$ cat src/rtl/spm_regs.vh
// register offsets, field positions, reset values and timing counts of the strap pin mux
`ifndef SPM_REGS_VH
`define SPM_REGS_VH

// ****************************************
// register byte offsets
// ****************************************
`define SPM_CTRL_OFS     8'h00
`define SPM_LEDSEL_OFS   8'h04
`define SPM_STIO_OFS     8'h08
`define SPM_MBIO_OFS     8'h0C
`define SPM_GPIO_OFS     8'h10
`define SPM_STAT_OFS     8'h14

// ****************************************
// field positions
// ****************************************
`define SPM_CTRL_IFSEL   0
`define SPM_CTRL_REFOUT  1
`define SPM_CTRL_PMESEL  12

// ****************************************
// reset values
// ****************************************
`define SPM_CTRL_RST     32'h00000000
`define SPM_LEDSEL_RST   32'h000000E4
`define SPM_STIO_RST     32'h00000000
`define SPM_MBIO_RST     32'h00000000
`define SPM_GPIO_RST     32'h00000000

// ****************************************
// responses
// ****************************************
`define SPM_RESP_OKAY    2'h0
`define SPM_RESP_DECERR  2'h3

// ****************************************
// timing
// ****************************************
`define SPM_CLK_NS        20
`define SPM_BLINK_HALF_NS 50000000
`define SPM_BLINK_CNT_W   22

`endif

$ cat src/rtl/spm_blink.v
// activity blinker: turns activity events into a slow on/off phase
`timescale 1ns/100ps
`include "spm_regs.vh"

module spm_blink #(
	parameter HALF = 2500000
) (
	// clock and reset
	input  wire aclk,
	input  wire aresetn,
	// activity in, blink out
	input  wire event_in,
	output reg  busy_reg,
	output reg  phase_reg
);

	localparam integer LAST = HALF - 1;

	reg [`SPM_BLINK_CNT_W-1:0] cnt_reg;
	reg                        pend_reg;

	// one blink period per burst of activity, retriggered while events keep coming
	always @(posedge aclk) begin
		if (!aresetn) begin
			cnt_reg   <= {`SPM_BLINK_CNT_W{1'b0}};
			busy_reg  <= 1'b0;
			phase_reg <= 1'b0;
			pend_reg  <= 1'b0;
		end else if (busy_reg) begin
			if (cnt_reg == LAST[`SPM_BLINK_CNT_W-1:0]) begin
				cnt_reg   <= {`SPM_BLINK_CNT_W{1'b0}};
				phase_reg <= ~phase_reg;
				// close only after the low half, so a blink is high then low
				if (!phase_reg) begin
					busy_reg <= pend_reg | event_in;
					pend_reg <= 1'b0; // absorbed by the retrigger
				end else begin
					pend_reg <= pend_reg | event_in;
				end
			end else begin
				cnt_reg  <= cnt_reg + 1'b1;
				pend_reg <= pend_reg | event_in;
			end
		end else if (event_in) begin
			busy_reg  <= 1'b1;
			phase_reg <= 1'b1;
			cnt_reg   <= {`SPM_BLINK_CNT_W{1'b0}};
			pend_reg  <= 1'b0;
		end
	end

endmodule // spm_blink

$ cat src/rtl/spm_top.v
// strap capture, multi-function pin mux and status leds with an axi4-lite register file
//
// Operation
// - capture strap levels during reset, configure pins
// - link/usb straps pick internal, rmii, reverse
// - eeprom clock strap one forces usb full
// - gpio1 strap one enters wake-on-lan ready
// - gpio0 is io unless flag 12 selects event
// - link strap one: media pins all gpio
// - media pin 0 always gpio with enable
// - usb strap picks rmii or reverse rmii
// - rmii pin order crsdv txen txd1 txd0 ref rxd
// - reference clock direction from flag bit 1
// - speed pin mdio, duplex pin mdc when external
// - usb led floats full speed, low high
// - usb led blinks on bulk-out traffic
// - link led low when up, blinks traffic
// - speed led low 100, high 10
// - duplex led low full, high half
// - duplex led blinks on half duplex collision
// - status pins reselectable led source or gpio
// - event output shows detected wakeup
// - mac mode path select internal phy or rmii
//
// Our own choices: the AXI4-Lite interface to the registers and the placing of the registers.
`timescale 1ns/100ps
`include "spm_regs.vh"

module spm_top #(
	parameter BLINK_HALF = `SPM_BLINK_HALF_NS / `SPM_CLK_NS
) (
	// clock and reset
	input  wire        aclk,
	input  wire        aresetn,
	// axi4-lite write address
	input  wire [7:0]  s_axi_awaddr,
	input  wire        s_axi_awvalid,
	output wire        s_axi_awready,
	// axi4-lite write data
	input  wire [31:0] s_axi_wdata,
	input  wire [3:0]  s_axi_wstrb,
	input  wire        s_axi_wvalid,
	output wire        s_axi_wready,
	// axi4-lite write response
	output reg  [1:0]  s_axi_bresp,
	output reg         s_axi_bvalid,
	input  wire        s_axi_bready,
	// axi4-lite read
	input  wire [7:0]  s_axi_araddr,
	input  wire        s_axi_arvalid,
	output wire        s_axi_arready,
	output reg  [31:0] s_axi_rdata,
	output reg  [1:0]  s_axi_rresp,
	output reg         s_axi_rvalid,
	input  wire        s_axi_rready,
	// status pins: duplex, speed, link, usb
	input  wire [3:0]  status_pin_i,
	output reg  [3:0]  status_pin_o,
	output reg  [3:0]  status_pin_oe,
	// media pins 0..7
	input  wire [7:0]  media_pin_i,
	output reg  [7:0]  media_pin_o,
	output reg  [7:0]  media_pin_oe,
	// general purpose pins 0 and 1
	input  wire [1:0]  gp_pin_i,
	output reg  [1:0]  gp_pin_o,
	output reg  [1:0]  gp_pin_oe,
	// eeprom clock pin, read as strap only
	input  wire        eeprom_clock_strap,
	// led sources from usb core and phy
	input  wire        usb_high_speed,
	input  wire        usb_bulk_out,
	input  wire        eth_link_up,
	input  wire        eth_activity,
	input  wire        eth_speed_100,
	input  wire        eth_full_duplex,
	input  wire        eth_collision,
	input  wire        wake_event,
	// mac core datapath
	input  wire        core_tx_en,
	input  wire [1:0]  core_txd,
	output reg         core_rx_dv,
	output reg  [1:0]  core_rxd,
	// internal phy datapath
	output reg         iphy_tx_en,
	output reg  [1:0]  iphy_txd,
	input  wire        iphy_rx_dv,
	input  wire [1:0]  iphy_rxd,
	// station management from and to the core
	input  wire        sta_mdc_o,
	input  wire        sta_mdio_o,
	input  wire        sta_mdio_oe,
	output reg         sta_mdc_i,
	output reg         sta_mdio_i,
	// captured configuration
	output reg         force_usb_full_speed,
	output reg         wol_ready_mode,
	output reg         mac_not_phy_strap,
	output reg         ext_media_active
);

	// ****************************************
	// pin synchronisers
	// ****************************************
	localparam NIN = 15;

	wire [NIN-1:0] raw_in = {eeprom_clock_strap, gp_pin_i, media_pin_i, status_pin_i};
	reg  [NIN-1:0] meta_reg;
	reg  [NIN-1:0] sync_reg;

	// two flops, no reset so straps are seen while reset is held
	always @(posedge aclk) begin
		meta_reg <= raw_in;
		sync_reg <= meta_reg;
	end

	wire [3:0] st_in   = sync_reg[3:0];
	wire [7:0] md_in   = sync_reg[11:4];
	wire [1:0] gp_in   = sync_reg[13:12];
	wire       eeprom_clock_strap_in = sync_reg[14];

	// ****************************************
	// strap capture
	// ****************************************
	reg strap_link_reg;
	reg strap_usb_reg;
	reg strap_eeprom_clock_strap_reg;
	reg strap_gp1_reg;

	// sample while reset is low, frozen afterwards
	always @(posedge aclk) begin
		if (!aresetn) begin
			strap_link_reg <= st_in[2];
			strap_usb_reg  <= st_in[3];
			strap_eeprom_clock_strap_reg <= eeprom_clock_strap_in;
			strap_gp1_reg  <= gp_in[1];
		end
	end

	wire ext_en   = ~strap_link_reg;
	wire rmii_md  = ext_en & strap_usb_reg;
	wire rev_md   = ext_en & ~strap_usb_reg;

	// ****************************************
	// register file
	// ****************************************
	reg [31:0] ctrl_reg;
	reg [31:0] ledsel_reg;
	reg [31:0] stio_reg;
	reg [31:0] mbio_reg;
	reg [31:0] gpio_reg;
	reg        ref_seen_reg;
	reg        ref_div_reg;
	reg        ref_prev_reg;

	wire ext_path = rev_md | (rmii_md & ctrl_reg[`SPM_CTRL_IFSEL]);
	wire ref_out  = ctrl_reg[`SPM_CTRL_REFOUT];
	wire pme_sel  = ctrl_reg[`SPM_CTRL_PMESEL];

	reg        aw_hold_reg;
	reg [7:0]  awaddr_reg;
	reg        w_hold_reg;
	reg [31:0] wdata_reg;
	reg [3:0]  wstrb_reg;

	assign s_axi_awready = ~aw_hold_reg & ~s_axi_bvalid;
	assign s_axi_wready  = ~w_hold_reg & ~s_axi_bvalid;
	assign s_axi_arready = ~s_axi_rvalid;

	wire [31:0] wmask = {{8{wstrb_reg[3]}}, {8{wstrb_reg[2]}},
		{8{wstrb_reg[1]}}, {8{wstrb_reg[0]}}};
	wire        do_wr = aw_hold_reg & w_hold_reg;

	// write channel: address and data in either order, response after both
	always @(posedge aclk) begin
		if (!aresetn) begin
			aw_hold_reg  <= 1'b0;
			w_hold_reg   <= 1'b0;
			awaddr_reg   <= 8'h00;
			wdata_reg    <= 32'h00000000;
			wstrb_reg    <= 4'h0;
			s_axi_bvalid <= 1'b0;
			s_axi_bresp  <= `SPM_RESP_OKAY;
			ctrl_reg     <= `SPM_CTRL_RST;
			ledsel_reg   <= `SPM_LEDSEL_RST;
			stio_reg     <= `SPM_STIO_RST;
			mbio_reg     <= `SPM_MBIO_RST;
			gpio_reg     <= `SPM_GPIO_RST;
		end else begin
			if (s_axi_awvalid && s_axi_awready) begin
				aw_hold_reg <= 1'b1;
				awaddr_reg  <= s_axi_awaddr;
			end
			if (s_axi_wvalid && s_axi_wready) begin
				w_hold_reg <= 1'b1;
				wdata_reg  <= s_axi_wdata;
				wstrb_reg  <= s_axi_wstrb;
			end
			if (do_wr) begin
				aw_hold_reg  <= 1'b0;
				w_hold_reg   <= 1'b0;
				s_axi_bvalid <= 1'b1;
				s_axi_bresp  <= `SPM_RESP_OKAY;
				case (awaddr_reg)
				`SPM_CTRL_OFS:   ctrl_reg   <= (ctrl_reg & ~wmask) | (wdata_reg & wmask);
				`SPM_LEDSEL_OFS: ledsel_reg <= (ledsel_reg & ~wmask) | (wdata_reg & wmask);
				`SPM_STIO_OFS:   stio_reg   <= (stio_reg & ~wmask) | (wdata_reg & wmask);
				`SPM_MBIO_OFS:   mbio_reg   <= (mbio_reg & ~wmask) | (wdata_reg & wmask);
				`SPM_GPIO_OFS:   gpio_reg   <= (gpio_reg & ~wmask) | (wdata_reg & wmask);
				`SPM_STAT_OFS:   s_axi_bresp <= `SPM_RESP_OKAY; // read only, ignored
				default:         s_axi_bresp <= `SPM_RESP_DECERR;
				endcase
			end else if (s_axi_bvalid && s_axi_bready) begin
				s_axi_bvalid <= 1'b0;
			end
		end
	end

	// read channel: one cycle to data, held until taken
	always @(posedge aclk) begin
		if (!aresetn) begin
			s_axi_rvalid <= 1'b0;
			s_axi_rdata  <= 32'h00000000;
			s_axi_rresp  <= `SPM_RESP_OKAY;
		end else if (s_axi_arvalid && s_axi_arready) begin
			s_axi_rvalid <= 1'b1;
			s_axi_rresp  <= `SPM_RESP_OKAY;
			case (s_axi_araddr)
			`SPM_CTRL_OFS:   s_axi_rdata <= ctrl_reg;
			`SPM_LEDSEL_OFS: s_axi_rdata <= {20'h00000, ledsel_reg[11:0]};
			`SPM_STIO_OFS:   s_axi_rdata <= {20'h00000, st_in, stio_reg[7:0]};
			`SPM_MBIO_OFS:   s_axi_rdata <= {8'h00, md_in, mbio_reg[15:0]};
			`SPM_GPIO_OFS:   s_axi_rdata <= {22'h000000, gp_in, 2'h0, gpio_reg[5:4],
				2'h0, gpio_reg[1:0]};
			`SPM_STAT_OFS:   s_axi_rdata <= {23'h000000, wake_event, ref_seen_reg,
				ext_path, rev_md, rmii_md, strap_gp1_reg, strap_eeprom_clock_strap_reg,
				strap_usb_reg, strap_link_reg};
			default: begin
				s_axi_rdata <= 32'h00000000;
				s_axi_rresp <= `SPM_RESP_DECERR;
			end
			endcase
		end else if (s_axi_rvalid && s_axi_rready) begin
			s_axi_rvalid <= 1'b0;
		end
	end

	// ****************************************
	// reference clock
	// ****************************************
	// divider drives the pin when it is an output, edge finder watches it in either direction
	always @(posedge aclk) begin
		if (!aresetn) begin
			ref_div_reg  <= 1'b0;
			ref_prev_reg <= 1'b1; // pin idles high on its pull-up
			ref_seen_reg <= 1'b0;
		end else begin
			ref_div_reg  <= ~ref_div_reg;
			ref_prev_reg <= md_in[5];
			if (md_in[5] & ~ref_prev_reg)
				ref_seen_reg <= 1'b1;
		end
	end

	// ****************************************
	// led blinkers: usb traffic, link traffic, collision
	// ****************************************
	wire [2:0] blk_evt = {eth_collision & ~eth_full_duplex, eth_activity, usb_bulk_out};
	wire [2:0] blk_busy;
	wire [2:0] blk_phase;

	genvar gi;
	generate
		for (gi = 0; gi < 3; gi = gi + 1) begin : g_blk
			spm_blink #(
				.HALF (BLINK_HALF)
			) u_blink (
				.aclk      (aclk),
				.aresetn   (aresetn),
				.event_in  (blk_evt[gi]),
				.busy_reg  (blk_busy[gi]),
				.phase_reg (blk_phase[gi])
			);
		end
	endgenerate

	// led functions as {oe, level}, index 0 duplex, 1 speed, 2 link, 3 usb
	wire [1:0] fn_dup = {1'b1, (blk_busy[2] ? blk_phase[2] : ~eth_full_duplex)};
	wire [1:0] fn_spd = {1'b1, ~eth_speed_100};
	wire [1:0] fn_lnk = {1'b1, (blk_busy[1] ? blk_phase[1] : ~eth_link_up)};
	wire [1:0] fn_usb = {(blk_busy[0] ? blk_phase[0] : usb_high_speed), 1'b0};
	wire [7:0] fn_all = {fn_usb, fn_lnk, fn_spd, fn_dup};

	// ****************************************
	// pin mux
	// ****************************************
	reg [3:0] st_o_next;
	reg [3:0] st_oe_next;
	reg [7:0] md_o_next;
	reg [7:0] md_oe_next;
	reg [1:0] gp_o_next;
	reg [1:0] gp_oe_next;
	reg [1:0] sel;
	integer   k;

	// per-pin function choice, registered below
	always @* begin
		sel = 2'h0;
		for (k = 0; k < 4; k = k + 1) begin
			sel = ledsel_reg[2*k +: 2];
			if (ledsel_reg[8+k]) begin
				st_o_next[k]  = stio_reg[k];
				st_oe_next[k] = stio_reg[4+k];
			end else begin
				st_o_next[k]  = fn_all[2*sel];
				st_oe_next[k] = fn_all[2*sel+1];
			end
		end
		if (ext_en) begin
			st_o_next[0]  = sta_mdc_o;
			st_oe_next[0] = rmii_md;
			st_o_next[1]  = sta_mdio_o;
			st_oe_next[1] = sta_mdio_oe;
		end
		md_o_next  = mbio_reg[7:0];
		md_oe_next = mbio_reg[15:8];
		if (ext_en) begin
			md_oe_next[7:1] = {2'b00, ref_out, 3'b111, 1'b0};
			md_o_next[7:1]  = {2'b00, ref_div_reg, core_txd[0], core_txd[1],
				core_tx_en, 1'b0};
		end
		gp_o_next  = gpio_reg[1:0];
		gp_oe_next = gpio_reg[5:4];
		if (pme_sel) begin
			gp_o_next[0]  = wake_event;
			gp_oe_next[0] = 1'b1;
		end
	end

	// registered pin drive and datapath steering
	always @(posedge aclk) begin
		if (!aresetn) begin
			status_pin_o  <= 4'h0;
			status_pin_oe <= 4'h0;
			media_pin_o   <= 8'h00;
			media_pin_oe  <= 8'h00;
			gp_pin_o      <= 2'h0;
			gp_pin_oe     <= 2'h0;
			core_rx_dv    <= 1'b0;
			core_rxd      <= 2'h0;
			iphy_tx_en    <= 1'b0;
			iphy_txd      <= 2'h0;
			sta_mdc_i     <= 1'b0;
			sta_mdio_i    <= 1'b0;
		end else begin
			status_pin_o  <= st_o_next;
			status_pin_oe <= st_oe_next;
			media_pin_o   <= md_o_next;
			media_pin_oe  <= md_oe_next;
			gp_pin_o      <= gp_o_next;
			gp_pin_oe     <= gp_oe_next;
			if (ext_path) begin
				core_rx_dv <= md_in[1];
				core_rxd   <= {md_in[6], md_in[7]};
				iphy_tx_en <= 1'b0;
				iphy_txd   <= 2'h0;
			end else begin
				core_rx_dv <= iphy_rx_dv;
				core_rxd   <= iphy_rxd;
				iphy_tx_en <= core_tx_en;
				iphy_txd   <= core_txd;
			end
			sta_mdc_i  <= rev_md ? st_in[0] : sta_mdc_o;
			sta_mdio_i <= st_in[1];
		end
	end

	// ****************************************
	// configuration outputs
	// ****************************************
	always @(posedge aclk) begin
		if (!aresetn) begin
			force_usb_full_speed <= 1'b0;
			wol_ready_mode       <= 1'b0;
			mac_not_phy_strap    <= 1'b1;
			ext_media_active     <= 1'b0;
		end else begin
			force_usb_full_speed <= strap_eeprom_clock_strap_reg;
			wol_ready_mode       <= strap_gp1_reg;
			mac_not_phy_strap    <= strap_link_reg | strap_usb_reg;
			ext_media_active     <= ext_path;
		end
	end

endmodule // spm_top

$ cat config.mk
export PLATFORM = sky130hd
export DESIGN_NAME = spm_top
export DESIGN_NICKNAME = d
export VERILOG_FILES = /design/src/rtl/spm_blink.v /design/src/rtl/spm_top.v
export VERILOG_INCLUDE_DIRS = /design/src /design/src/rtl
export SDC_FILE = /design/constraint.sdc
export NUM_CORES = 1
export LEC_CHECK = 0
export ABC_AREA = 1
export BUFFER_PORTS_ARGS = -buffer_cell sky130_fd_sc_hd__buf_4
export CAP_MARGIN = 20
export CORE_ASPECT_RATIO = 1.4
export CORE_MARGIN = 5
export CORE_UTILIZATION = 62
export DETAILED_ROUTE_END_ITERATION = 8
export PLACE_DENSITY_LB_ADDON = 0.12
export SLEW_MARGIN = 10
export SYNTH_ARGS = -nofsm -noshare
export SYNTH_HDL_FRONTEND = slang
export SYNTH_SLANG_ARGS = --single-unit
export TNS_END_PERCENT = 30
$ cat constraint.sdc
create_clock -name aclk -period 4.9 [get_ports aclk]
set_input_delay 0.245 -clock aclk [delete_from_list [all_inputs] [get_ports aclk]]
set_output_delay 0.245 -clock aclk [all_outputs]
set_load 0.03 [all_outputs]
Word-level counts from Yosys, hierarchy flattened
Index checks and enable logic that the tools add are counted.
{ "totals": {"regBits": 396, "in_bits": 91, "output_inout_bits": 81, "wordCells": 235} }
{ "classes": {"add_sub_neg": 7, "magnitude_cmp": 8, "eq_ne": 16, "n_mux": 85, "bitwise_logic": 40, "reduce_logical": 25} }
{ "ops": {"columns": ["op", "count"], "rows": [
  ["two-way mux 22 bit", 9],
  ["AND 32 bit", 6],
  ["case mux 32 bit (6 select lines)", 1],
  ["OR 32 bit", 5],
  ["adder 22 x 1 -> 22 bit (second input constant)", 3],
  ["== test 22 bit (second input constant)", 3],
  ["two-way mux 1 bit", 60],
  ["== test 8 x 4 -> 1 bit (second input constant)", 4],
  ["== test 8 x 5 -> 1 bit (second input constant)", 4],
  ["inverter 32 bit", 1],
  ["AND reduction 2 bit", 9],
  ["adder 3 x 1 -> 4 bit (second input constant)", 4],
  ["== test 8 x 3 -> 1 bit (second input constant)", 2],
  ["logical NOT 8 bit", 2],
  ["less-than comparator 3 x 4 -> 1 bit (second input constant)", 4],
  ["less-than comparator 4 bit (second input constant)", 4],
  ["inverter 1 bit", 15],
  ["binary-select mux 1 bit (select 3 bit)", 4],
  ["OR reduction 6 bit", 2],
  ["two-way mux 2 bit", 5],
  ["two-way mux 5 bit", 2],
  ["nonzero test 2 bit", 5],
  ["AND 1 bit", 8],
  ["binary-select mux 1 bit (select 2 bit)", 4],
  ["other kinds (4)", 15]
]} }

Logic depth before layout (Yosys ltp)
Gate-level depths: netlist of the first run.
{ "depth": {"word_depth": 6, "depth_mapped": 11, "depth_no_buf": 11} }

Modules after synthesis
From an unflattened synthesis of the first run, not the netlist that was laid out.
{ "unflattened": {"cells_unflattened": 1739, "area_unflattened_um2": 12889.9} }
{ "by_module_without_submodules": {"columns": ["mod", "n_inst", "cells_each", "area_each_um2"], "rows": [
  ["spm_top", 1, 1058, 8441.8],
  ["spm_blink", 3, 227, 1482.7]
]} }

Worst setup path before layout of the first run
Ideal clock, no wire load.
{ "synth_path": {"kind": "register to register", "startpoint": "reg s_axi_bvalid", "endpoint": "reg wstrb_reg[3]", "arrival_time_ns": 1.637, "slack_ns": 3.199, "stages_incl_launch_ff": 8, "n_path_buf": 2, "period_less_slack_ns": 1.701, "cell_sequence": "dfxtp_1 -> nor2_1 -> nand2_1 -> buf_2 -> clkinv_1 -> buf_2 -> nor2_1 -> nor2_1"} }
{ "synth_via": {"elab_chain_cells": 3} }
{ "synth_lines": {"columns": ["item", "line_no", "source"], "rows": [
  ["from (decl)", "spm_top.v:46", "output reg s_axi_bvalid,"],
  ["from (signal assigned)", "spm_top.v:182", "s_axi_bvalid <= 1'b0;"],
  ["from (signal assigned)", "spm_top.v:202", "s_axi_bvalid <= 1'b1;"],
  ["from (signal assigned)", "spm_top.v:214", "s_axi_bvalid <= 1'b0;"],
  ["inverter 1 bit", "spm_top.v:167", "assign s_axi_wready = ~w_hold_reg & ~s_axi_bvalid;"],
  ["AND 1 bit", "spm_top.v:167", null],
  ["named net s_axi_wready", "spm_top.v:43", "output wire s_axi_wready,"],
  ["logical AND 1 bit", "spm_top.v:194", "if (s_axi_wvalid && s_axi_wready) begin"],
  ["to (signal assigned)", "spm_top.v:197", "wstrb_reg <= s_axi_wstrb;"],
  ["to (decl)", "spm_top.v:164", "reg [3:0] wstrb_reg;"]
]} }
The timed path passes the listed nets, and every way through them passes these cells.
A chain may end at the register's enable or synchronous reset.

==> results of run 1 <==
metrics by stage:
stage               power, mW  setup slack (ps)  hold WS (ps)  std cells
global placement         3.11              2480           312       2184
finish                   5.33              2650          15.2       2306
floorplan                2.95              3200           273       1823
CTS                      5.32              2600         0.898       2305
global route             5.50              2480          31.1       2306
detailed placement       3.12              2440           313       2185
placed cells by master, fill, tap and decap left out, types with 3 or more instances in the layout:
cell type | synthesis | layout
nand2_2 | 4 | 4
xnor2_1 | 6 | 6
o21ai_0 | 163 | 163
clkinv_1 | 1 | 7
edfxtp_1 | 4 | 4
o211ai_1 | 4 | 4
clkinv_4 | 0 | 3
o21a_1 | 3 | 3
nor3_1 | 11 | 11
a21oi_1 | 148 | 147
dlygate4sd3_1 | 0 | 68
inv_2 | 4 | 3
xor2_1 | 6 | 6
nand2_1 | 409 | 409
clkbuf_16 | 0 | 29
ha_1 | 3 | 3
nand4_1 | 27 | 27
nor2_2 | 9 | 9
a31oi_1 | 4 | 4
clkbuf_1 | 44 | 3
buf_4 | 3 | 178
inv_1 | 157 | 157
nor2_1 | 322 | 322
o21bai_1 | 8 | 8
clkinv_2 | 0 | 5
nor2_4 | 3 | 3
clkbuf_8 | 0 | 3
dfxtp_1 | 302 | 302
nand3_1 | 125 | 125
a221oi_1 | 3 | 3
o22ai_1 | 8 | 8
logic make-up (layout without fill, tap and decap cells):
| family | Yosys count | in the layout | share of synthesized area |
|---|---|---|---|
| AOI/OAI and AO/OA | 347 | 347 | 0.141 |
| xor gates and xnor gates | 12 | 12 | 0.00816 |
| adders and majority gates | 3 | 3 | 0.00292 |
| buffers and inverters | 236 | 463 | 0.0728 |
| DFF | 306 | 306 | 0.479 |
| and+or+nand+nor | 919 | 919 | 0.296 |
report_power, final:
part	switching (mW)	internal (mW)
combinational	0.295	0.191
clock	0.959	1.23
sequential	0.0726	2.58
path summary, 6_finish.rpt:
| check | startpoint | endpoint | slack, ps |
|---|---|---|---|
| max reg2reg | aw_hold_reg$_SDFFE_PP0P_ | flip-flop | 2650 |
| min reg2reg | meta_reg[10]$_DFF_P_ | sync_reg[10]$_DFF_P_ | 320 |
| max | aw_hold_reg$_SDFFE_PP0P_ | flip-flop | 2650 |
| min | s_axi_wstrb[1] | wstrb_reg[1]$_SDFFE_PN0P_ | 20 |
routing by layer:
metal	vias to the layer above	global-route usage	part of all wire
met4	0	0.173	0.061
li1	6293	-	-
met2	549	0.548	0.50
met3	161	0.0416	0.066
met1	5987	0.360	0.37
met5	-	0	0
area by class of cell:
cell class              count  share of cell area
clock inverters            17             0.00906
clock buffers              35              0.0490
well taps                 256              0.0202
repair buffers            249               0.132
inverters                 162              0.0384
multi-input cells        1281               0.363
flip-flops and latches    306               0.388
cells in the mapped netlist, types with 2 or more instances:
master    instances
nor2_4            3
buf_4             3
xnor2_1           6
o22ai_1           8
nand3_1         125
dfxtp_1         302
edfxtp_1          4
nor2_2            9
nor2_1          322
buf_6             2
a21oi_1         148
buf_2            20
nor3_2            2
or2_2             2
xor2_1            6
a31oi_1           4
a41oi_1           2
nand2_1         409
nor3_1           11
o211ai_1          4
o21ai_0         163
o21a_1            3
nand2_2           4
nand4_1          27
clkbuf_1         44
buf_1             5
inv_2             4
inv_1           157
ha_1              3
o21bai_1          8
a221oi_1          3
tightest hold or removal path, cell delays in order:
cell     delay, ps
buf_4           90
o21ai_0         70
a21oi_1        120
what timing repair did:
item                                   in CTS  in global routing
endpoints found under the hold margin      72                  0
resized for setup                           0                  0
hold buffers                               68                  0
==> out/results.md, run 1 <==
* **outcome** finished, final reports clean
* **Detail Placement HPWL** 25100 um
* **worst hold path cell count** 3
* **cell taking the most area after synthesis** dfxtp_1
* **maximum cell stage delay along the critical path** 620 ps
* **Vias** 12990
* **Die X** 132 um
* **RSZ-0062 raised after global routing** no
* **P&R area growth vs syn** 23.4%
* **RD Place Congestion** 0.984
* **post-synthesis cell count** 1823
* **number of diodes** 0
* **number of buffers added by the clock tree synthesis step** 28
* **logic depth of the worst path, buffers included** 7
* **Sequential Area** 0.00617 mm2
* **power per standard cell area** 335 mW/mm2
* **Seq cells post-synth** 306
* **utilization after layout** 0.776
* **nets@finish** 2122
* **final wirelength** 38300 um
* **total setup buffers inserted after CTS** 0
* **maximum fanout along the worst path** 19
* **clock latency reported for the late side of the worst-skew pair** 550 ps
* **port buffer count** 171
* **most instantiated flip-flop cell in the synthesis netlist** dfxtp_1
* **Worst Setup Start Kind** flip-flop
* **Post-synth EDFFs** 4
* **count of cell types in the netlist** 41
* **Bufs on Longest Clock Path** 3
* **Area contributors post-synth** dfxtp_1, nand2_1, nor2_1
* **detail-routed via count per cell** 5.63
* **final clock skew** 9.60 ps
* **headroom to the max-slew limit** 0.336
* **Final Critical Period** 2250 ps
* **net count after synthesis** 1917
* **area taken by multi-input logic gates** 0.00577 mm2
* **vias in the first global route** 12526
* **starting density of the core** 0.629
* **GRT Residual Overflow** 0
* **fraction of the yosys area taken by sequential cells** 0.479
* **Yosys warning count** 0
* **critical path cell sequence** nand2_1, inv_2, nand2_2, nor2_1, inv_1, nor2_1, nor2_1
* **TritonCTS clock tree** done
* **worst voltage drop across the vdd grid** 313 uV
* **data arrival time of the critical path** 2690 ps
* **maximum number of pins on one net before global-route repair** 91
* **global-route wire length before repair** 61900 um
* **data required time of the worst path** 5330 ps
* **fraction of the cycle the final worst path needs** 0.459
* **class of the worst hold path** in -> reg
* **Slew Viols, Final** 0
* **Avg Inst Size Synth** 7.06 um2
* **DRT iter0 DRCs** 1088
* **Chip Height** 180 um
* **Post-route DRC** 0
* **max frequency** 444 MHz
* **number of filler instances in the final layout** 1516
* **count of nets left with antenna violations after detail routing** 0
* **average detailed-routed wire length per instance** 16.6 um
* **slowest cell on the critical path** nor2_1
* **Overall Global Routing Usage** 0.310
* **standard-cell rows** 62
* **Setup TNS** 0 ps
* **share of synthesized registers carrying an async set or reset** 0
* **area after detailed placement** 0.0143 mm2
* **design area** 0.0159 mm2
* **Setup Crit Path Kind** reg -> reg
* **transition time at the pin with the least slew margin** 993 ps
* **Netlist Area Pre-Place** 0.0129 mm2
* **number of buffers and inverters on the critical path** 2
* **number of placed I/O pins** 172
* **Worst Setup End Kind** flip-flop
* **core area** 0.0205 mm2
* **Synth top area share** 0.470
* **cell depth of the worst flop-to-flop path** 7
* **final number of setup-violating endpoints** 0
* **Max H-tree Level** 1
* **overall die area** 0.0238 mm2
* **dominant cell type by count on the critical path** nor2_1
* **drt first pass iters** 7
* **number of violations of the max-capacitance limit** 0
* **initial antenna violation count** 0
* **CTS root buf** clkbuf_16
* **number of sinks driven by the clock tree** 306
* **CP delay by family, top** simple AND/OR/NAND/NOR gates
* **leakage component of the power** 6.65 nW
* **count of endpoints failing hold in the final timing report** 0
* **share of layout cells above drive strength 1** 0.123
* **Clock Pin Slew Worst Setup and Hold Paths** 60 ps
Power figures use the tool's default switching activity.
==> inputs of run 2 (changes only) <==
- CORE_UTILIZATION: 62 -> 58
- clock period: 4.9 -> 2.19 ns (I/O delays scaled with it)
==> out/results.md, run 2 (same netlist as run 1, synthesis figures left out) <==
* **final clock skew** 16.9 ps, was 9.60 ps
* **Die X** 136 um, was 132 um
* **Bufs on Longest Clock Path** 3, unchanged
* **worst voltage drop across the vdd grid** 740 uV, was 313 uV
* **Final Critical Period** 1950 ps, was 2250 ps
* **commonest cells after routing, fill and taps aside** nand2_1, nor2_1, dfxtp_1, unchanged
* **worst hold path cell count** 6, was 3
* **cell depth of the worst flop-to-flop path** 7, unchanged
* **leakage component of the power** 6.76 nW, was 6.65 nW
* **outcome** finished, final reports clean, unchanged
* **Worst Setup End Kind** flip-flop, unchanged
* **Setup Crit Path Kind** reg -> reg, unchanged
* **data arrival time of the critical path** 2400 ps, was 2690 ps
* **clock latency reported for the late side of the worst-skew pair** 550 ps, about the same
* **RSZ-0062 raised after global routing** no, unchanged
* **number of buffers added by the clock tree synthesis step** 28, unchanged
* **Clock Pin Slew Worst Setup and Hold Paths** 70 ps, was 60 ps
* **starting density of the core** 0.589, was 0.629
* **class of the worst hold path** in -> reg, unchanged
* **headroom to the max-slew limit** 0.511, was 0.336
* **count of non-filler cells in the finished layout** 2372, was 2306
* **Clk pwr share** 0.407, was 0.411
* **maximum fanout along the worst path** 12, was 19
* **power per standard cell area** 735 mW/mm2, was 335 mW/mm2
* **port buffer count** 171, unchanged
* **PnR Total Power** 11.8 mW, was 5.33 mW
* **drt first pass iters** 5, was 7
* **most common cell after layout, fill and taps aside** nand2_1, unchanged
* **Slew Viols, Final** 0, unchanged
* **number of sinks driven by the clock tree** 306, unchanged
* **final number of setup-violating endpoints** 0, unchanged
* **TritonCTS clock tree** done, unchanged
* **transition time at the pin with the least slew margin** 725 ps, was 993 ps
* **Max H-tree Level** 1, unchanged
* **Post-route DRC** 0, unchanged
* **data required time of the worst path** 2640 ps, was 5330 ps
* **placed insts** 2244, was 2185
* **GRT Residual Overflow** 0, unchanged
* **pre-CTS setup slack** 98.6 ps, was 2440 ps
* **count of endpoints failing hold in the final timing report** 0, unchanged
* **maximum number of pins on one net before global-route repair** 166, was 91
* **average detailed-routed wire length per instance** 15.8 um, was 16.6 um
* **global-route wire length before repair** 60200 um, was 61900 um
* **number of violations of the max-capacitance limit** 0, unchanged
* **detail-routed via count per cell** 5.41, was 5.63
* **count of nets left with antenna violations after detail routing** 0, unchanged
* **P&R area growth vs syn** 25.2%, was 23.4%
* **CTS root buf** clkbuf_16, unchanged
* **nets@finish** 2148, was 2122
* **fraction of the cycle the final worst path needs** 0.893, was 0.459
* **Vias** 12826, was 12990
* **final wirelength** 37500 um, was 38300 um
* **Chip Height** 186 um, was 180 um
* **standard-cell rows** 64, was 62
* **share of layout cells above drive strength 1** 0.131, was 0.123
* **RD Place Congestion** 0.930, was 0.984
* **initial antenna violation count** 1, was 0
* **Setup TNS** 0 ps, unchanged
* **max frequency** 512 MHz, was 444 MHz
* **DRT iter0 DRCs** 878, was 1088
* **Worst Setup Start Kind** flip-flop, unchanged
* **number of placed I/O pins** 172, unchanged
* **core area** 0.0219 mm2, was 0.0205 mm2
* **vias in the first global route** 12359, was 12526
* **Sw Share** 0.246, was 0.249
* **setup slack after layout** 235 ps, was 2650 ps
* **cell-internal power** 8.93 mW, was 4.00 mW
* **net switching power** 2.91 mW, was 1.33 mW
* **Detail Placement HPWL** 25300 um, was 25100 um
* **overall die area** 0.0253 mm2, was 0.0238 mm2
* **Overall Global Routing Usage** 0.292, was 0.310
* **share of power burned in combinational logic** 0.093, was 0.091
* **Sequential Power Share** 0.499, was 0.498
* **utilization after layout** 0.737, was 0.776
[run 2: power groups by stage]
stage | clock network [mW] | registers (mW) | logic (mW)
global route | 5.11 | 5.93 | 1.21
floorplan | 0 | 6.07 | 0.525
detailed placement | 0 | 6.03 | 0.973
CTS | 4.87 | 5.91 | 1.09
finish | 4.82 | 5.92 | 1.11
global placement | 0 | 6.03 | 0.963
[run 2: worst max-delay path, stage by stage (launching register included)]
cell and delay, ps:
edfxtp_1 590, nor2_2 250, inv_1 100, nand2_1 140
inv_1 150, nor2_1 260, inv_1 120, o21ai_0 240
[run 2: through the flow]
step | hold slack [ps] | instance area [um2]
after floorplan | 137 | 12900
after global placement | 214 | 14400
after detailed placement | 215 | 14400
after CTS | 30.3 | 16100
after global routing | 55.1 | 16100
final | 31.2 | 16100
[run 2: cell type report]
| cell class | count | area, um2 |
|---|---|---|
| flip-flops and latches | 306 | 6170 |
| inverters | 162 | 609 |
| clock buffers | 40 | 818 |
| well taps | 297 | 372 |
| multi-input cells | 1281 | 5770 |
| fillers | 1751 | 5740 |
| diodes | 1 | 2.50 |
| repair buffers | 275 | 2290 |
| clock inverters | 10 | 83.8 |
[run 2: worst paths after layout]
kind	startpoint	slack, ps	endpoint
max	strap_link_reg$_DFFE_PN_	240	core_rxd[1]$_SDFF_PN0_
min	eth_full_duplex	30	g_blk[2].u_blink.pend_reg$_SDFFE_PN0P_
max reg2reg	strap_link_reg$_DFFE_PN_	240	core_rxd[1]$_SDFF_PN0_
min reg2reg	meta_reg[4]$_DFF_P_	330	sync_reg[4]$_DFF_P_
[run 2: repair_timing]
item	CTS	global route
setup buffers	0	0
hold buffers	77	0
endpoints found under the hold margin	85	0
setup endpoints to repair	0	14
gates resized for setup	0	2
[run 2: routing by layer]
metal	global-route usage	share of wire	vias up
met4	0.165	0.063	0
met2	0.521	0.50	448
met3	0.0388	0.053	145
met5	0	0	-
li1	-	-	6357
met1	0.336	0.39	5876
==> inputs of run 3 (changes only) <==
- ABC_AREA: 1 -> unset
- CORE_UTILIZATION: 58 -> 57
- RECOVER_POWER: unset -> 25
==> out/results.md, run 3 <==
* **outcome** finished, final reports clean, unchanged
* **number of diodes** 0, was 1
* **Post-synth EDFFs** 4, unchanged
* **number of sinks driven by the clock tree** 306, unchanged
* **initial antenna violation count** 0, was 1
* **nets@finish** 1733, was 2148
* **number of violations of the max-capacitance limit** 0, unchanged
* **Vias** 11216, was 12826
* **vias in the first global route** 10991, was 12359
* **commonest cells after routing, fill and taps aside** dfxtp_1, nand2_1, buf_4, was nand2_1, nor2_1, dfxtp_1
* **Seq cells post-synth** 306, unchanged
* **headroom to the max-slew limit** 0.341, was 0.511
* **most frequently used cell type in the post-synthesis netlist** dfxtp_1, was nand2_1
* **transition time at the pin with the least slew margin** 988 ps, was 725 ps
* **fraction of the yosys area taken by sequential cells** 0.504, was 0.479
* **leakage component of the power** 6.07 nW, was 6.76 nW
* **placed insts** 1785, was 2244
* **final wirelength** 34500 um, was 37500 um
* **cell taking the most area after synthesis** dfxtp_1, unchanged
* **overall die area** 0.0245 mm2, was 0.0253 mm2
* **count of cell types in the netlist** 70, was 41
* **drt first pass iters** 7, was 5
* **Netlist Area Pre-Place** 0.0122 mm2, was 0.0129 mm2
* **max frequency** 474 MHz, was 512 MHz
* **Setup TNS** 0 ps, unchanged
* **Yosys warning count** 0, unchanged
* **setup slack after layout** 80.0 ps, was 235 ps
* **Detail Placement HPWL** 22900 um, was 25300 um
* **Clock Pin Slew Worst Setup and Hold Paths** 60 ps, was 70 ps
* **Worst Setup End Kind** flip-flop, unchanged
* **global-route wire length before repair** 55400 um, was 60200 um
* **area after detailed placement** 0.0141 mm2, was 0.0144 mm2
* **P&R area growth vs syn** 28.9%, was 25.2%
* **data required time of the worst path** 2590 ps, was 2640 ps
* **Max H-tree Level** 1, unchanged
* **Bufs on Longest Clock Path** 3, unchanged
* **power per standard cell area** 772 mW/mm2, was 735 mW/mm2
* **Worst Setup Start Kind** flip-flop, unchanged
* **GRT Residual Overflow** 0, unchanged
* **standard-cell rows** 63, was 64
* **design area** 0.0158 mm2, was 0.0161 mm2
* **Avg Inst Size Synth** 8.92 um2, was 7.06 um2
* **pre-CTS setup slack** -54.2 ps, was 98.6 ps
* **most instantiated flip-flop cell in the synthesis netlist** dfxtp_1, unchanged
* **smallest hold slack** 38.8 ps, was 31.2 ps
* **count of endpoints failing hold in the final timing report** 0, unchanged
* **Synth top area share** 0.494, was 0.470
* **average detailed-routed wire length per instance** 17.9 um, was 15.8 um
* **number of placed I/O pins** 172, unchanged
* **final clock skew** 11.2 ps, was 16.9 ps
* **detail-routed via count per cell** 5.83, was 5.41
* **core area** 0.0212 mm2, was 0.0219 mm2
* **Overall Global Routing Usage** 0.275, was 0.292
* **data arrival time of the critical path** 2510 ps, was 2400 ps
* **Chip Height** 183 um, was 186 um
* **DRT iter0 DRCs** 711, was 878
* **Post-route DRC** 0, unchanged
* **maximum fanout along the worst path** 8, was 12
* **most frequent cells after synthesis** dfxtp_1, nand2_1, nor2_1, was nand2_1, nor2_1, dfxtp_1
* **Area contributors post-synth** dfxtp_1, nand2_1, mux2i_1, was dfxtp_1, nand2_1, nor2_1
* **Die X** 134 um, was 136 um
* **count of non-filler cells in the finished layout** 1923, was 2372
* **starting density of the core** 0.577, was 0.589
* **CTS root buf** clkbuf_16, unchanged
* **port buffer count** 171, unchanged
* **number of buffers added by the clock tree synthesis step** 30, was 28
* **RD Place Congestion** 0.867, was 0.930
* **Final Critical Period** 2110 ps, was 1950 ps
* **RSZ-0062 raised after global routing** no, unchanged
* **share of synthesized registers carrying an async set or reset** 0, unchanged
* **net count after synthesis** 1467, was 1917
* **Slew Viols, Final** 0, unchanged
* **class of the worst hold path** in -> reg, unchanged
* **post-synthesis cell count** 1373, was 1823
* **clock latency reported for the late side of the worst-skew pair** 550 ps, about the same
* **maximum number of pins on one net before global-route repair** 141, was 166
* **fraction of the cycle the final worst path needs** 0.963, was 0.893
* **share of layout cells above drive strength 1** 0.166, was 0.131
* **TritonCTS clock tree** done, unchanged
* **most common cell after layout, fill and taps aside** dfxtp_1, was nand2_1
* **final number of setup-violating endpoints** 0, unchanged
* **Setup Crit Path Kind** reg -> reg, unchanged
* **count of nets left with antenna violations after detail routing** 0, unchanged
* **worst voltage drop across the vdd grid** 678 uV, was 740 uV
[run 3: cell count changes after synthesis, moves of 27 or more]
cell	before	now
nor2_1	322	134
nand3_1	125	61
o21ai_0	163	66
mux2i_1	0	72
a31oi_1	4	37
a21oi_1	148	114
inv_1	157	27
a22oi_1	0	27
nand2_1	409	195
[run 3: repair_timing]
item | in CTS | in global routing
hold buffers | 80 | 0
buffers inserted | 0 | 1
pin swaps | 1 | 0
gates resized for setup | 1 | 3
endpoints found under the setup margin | 8 | 56
gates cloned | 0 | 0
endpoints found under the hold margin | 92 | 0
[run 3: kinds of logic (layout without fill, tap and decap cells)]
kind of cell / count (synthesis) / after routing / share of synthesized area
adder cells (fa/ha/maj): 3 / 3 / 0.00307
buffers and inverters: 111 / 401 / 0.0387
multiplexers: 81 / 81 / 0.0736
AND/OR/NAND/NOR: 554 / 554 / 0.218
AO/OA/AOI/OAI: 316 / 316 / 0.161
XOR/XNOR: 2 / 2 / 0.00143
flip-flops: 306 / 306 / 0.504
[run 3: final cells by class]
type,instances,area [um2]
clock buffer,43,881
tap,260,325
inverter,29,111
multi-input combinational,956,5630
timing repair buffer,316,2510
clock inverter,13,156
fill,1560,5430
sequential,306,6170
[run 3: metrics by stage]
stage                util  total power [mW]
floorplan               -              6.48
global placement    0.663              6.85
detailed placement  0.663              6.87
CTS                 0.750              12.3
global route        0.744              12.6
finish              0.744              12.2
[run 3: power by group]
group / leakage (nW) / internal (mW) / switching, mW / total, mW
sequential: 2.50 / 5.73 / 0.128 / 5.86
clock: 0.509 / 3.15 / 2.16 / 5.32
combinational: 3.06 / 0.437 / 0.574 / 1.01
[run 3: final timing paths]
path                                    from                    endpoint  slack, ps  cells past startpoint
setup / recovery  awaddr_reg[1]$_SDFFE_PN0P_                   flip-flop         80                      7
hold / removal                 s_axi_awvalid  awaddr_reg[6]$_SDFFE_PN0P_         40                      4
setup reg to reg  awaddr_reg[1]$_SDFFE_PN0P_                   flip-flop         80                      7
hold reg to reg          meta_reg[7]$_DFF_P_         sync_reg[7]$_DFF_P_        330                      0
[run 3: worst max-delay path, cell delays in order (launching register included)]
cell and delay, ps:
dfxtp_1 330, or4_4 580, nor4_2 290, buf_4 160, and3_1 200, buf_12 150
mux2i_1 190, nor2_1 70
[run 3: per-layer routing]
metal	share of wire	GRT usage	up-vias
met5	0	0	-
met4	0.040	0.110	0
met3	0.058	0.0406	93
met2	0.52	0.503	395
met1	0.38	0.321	5304
li1	-	-	5424
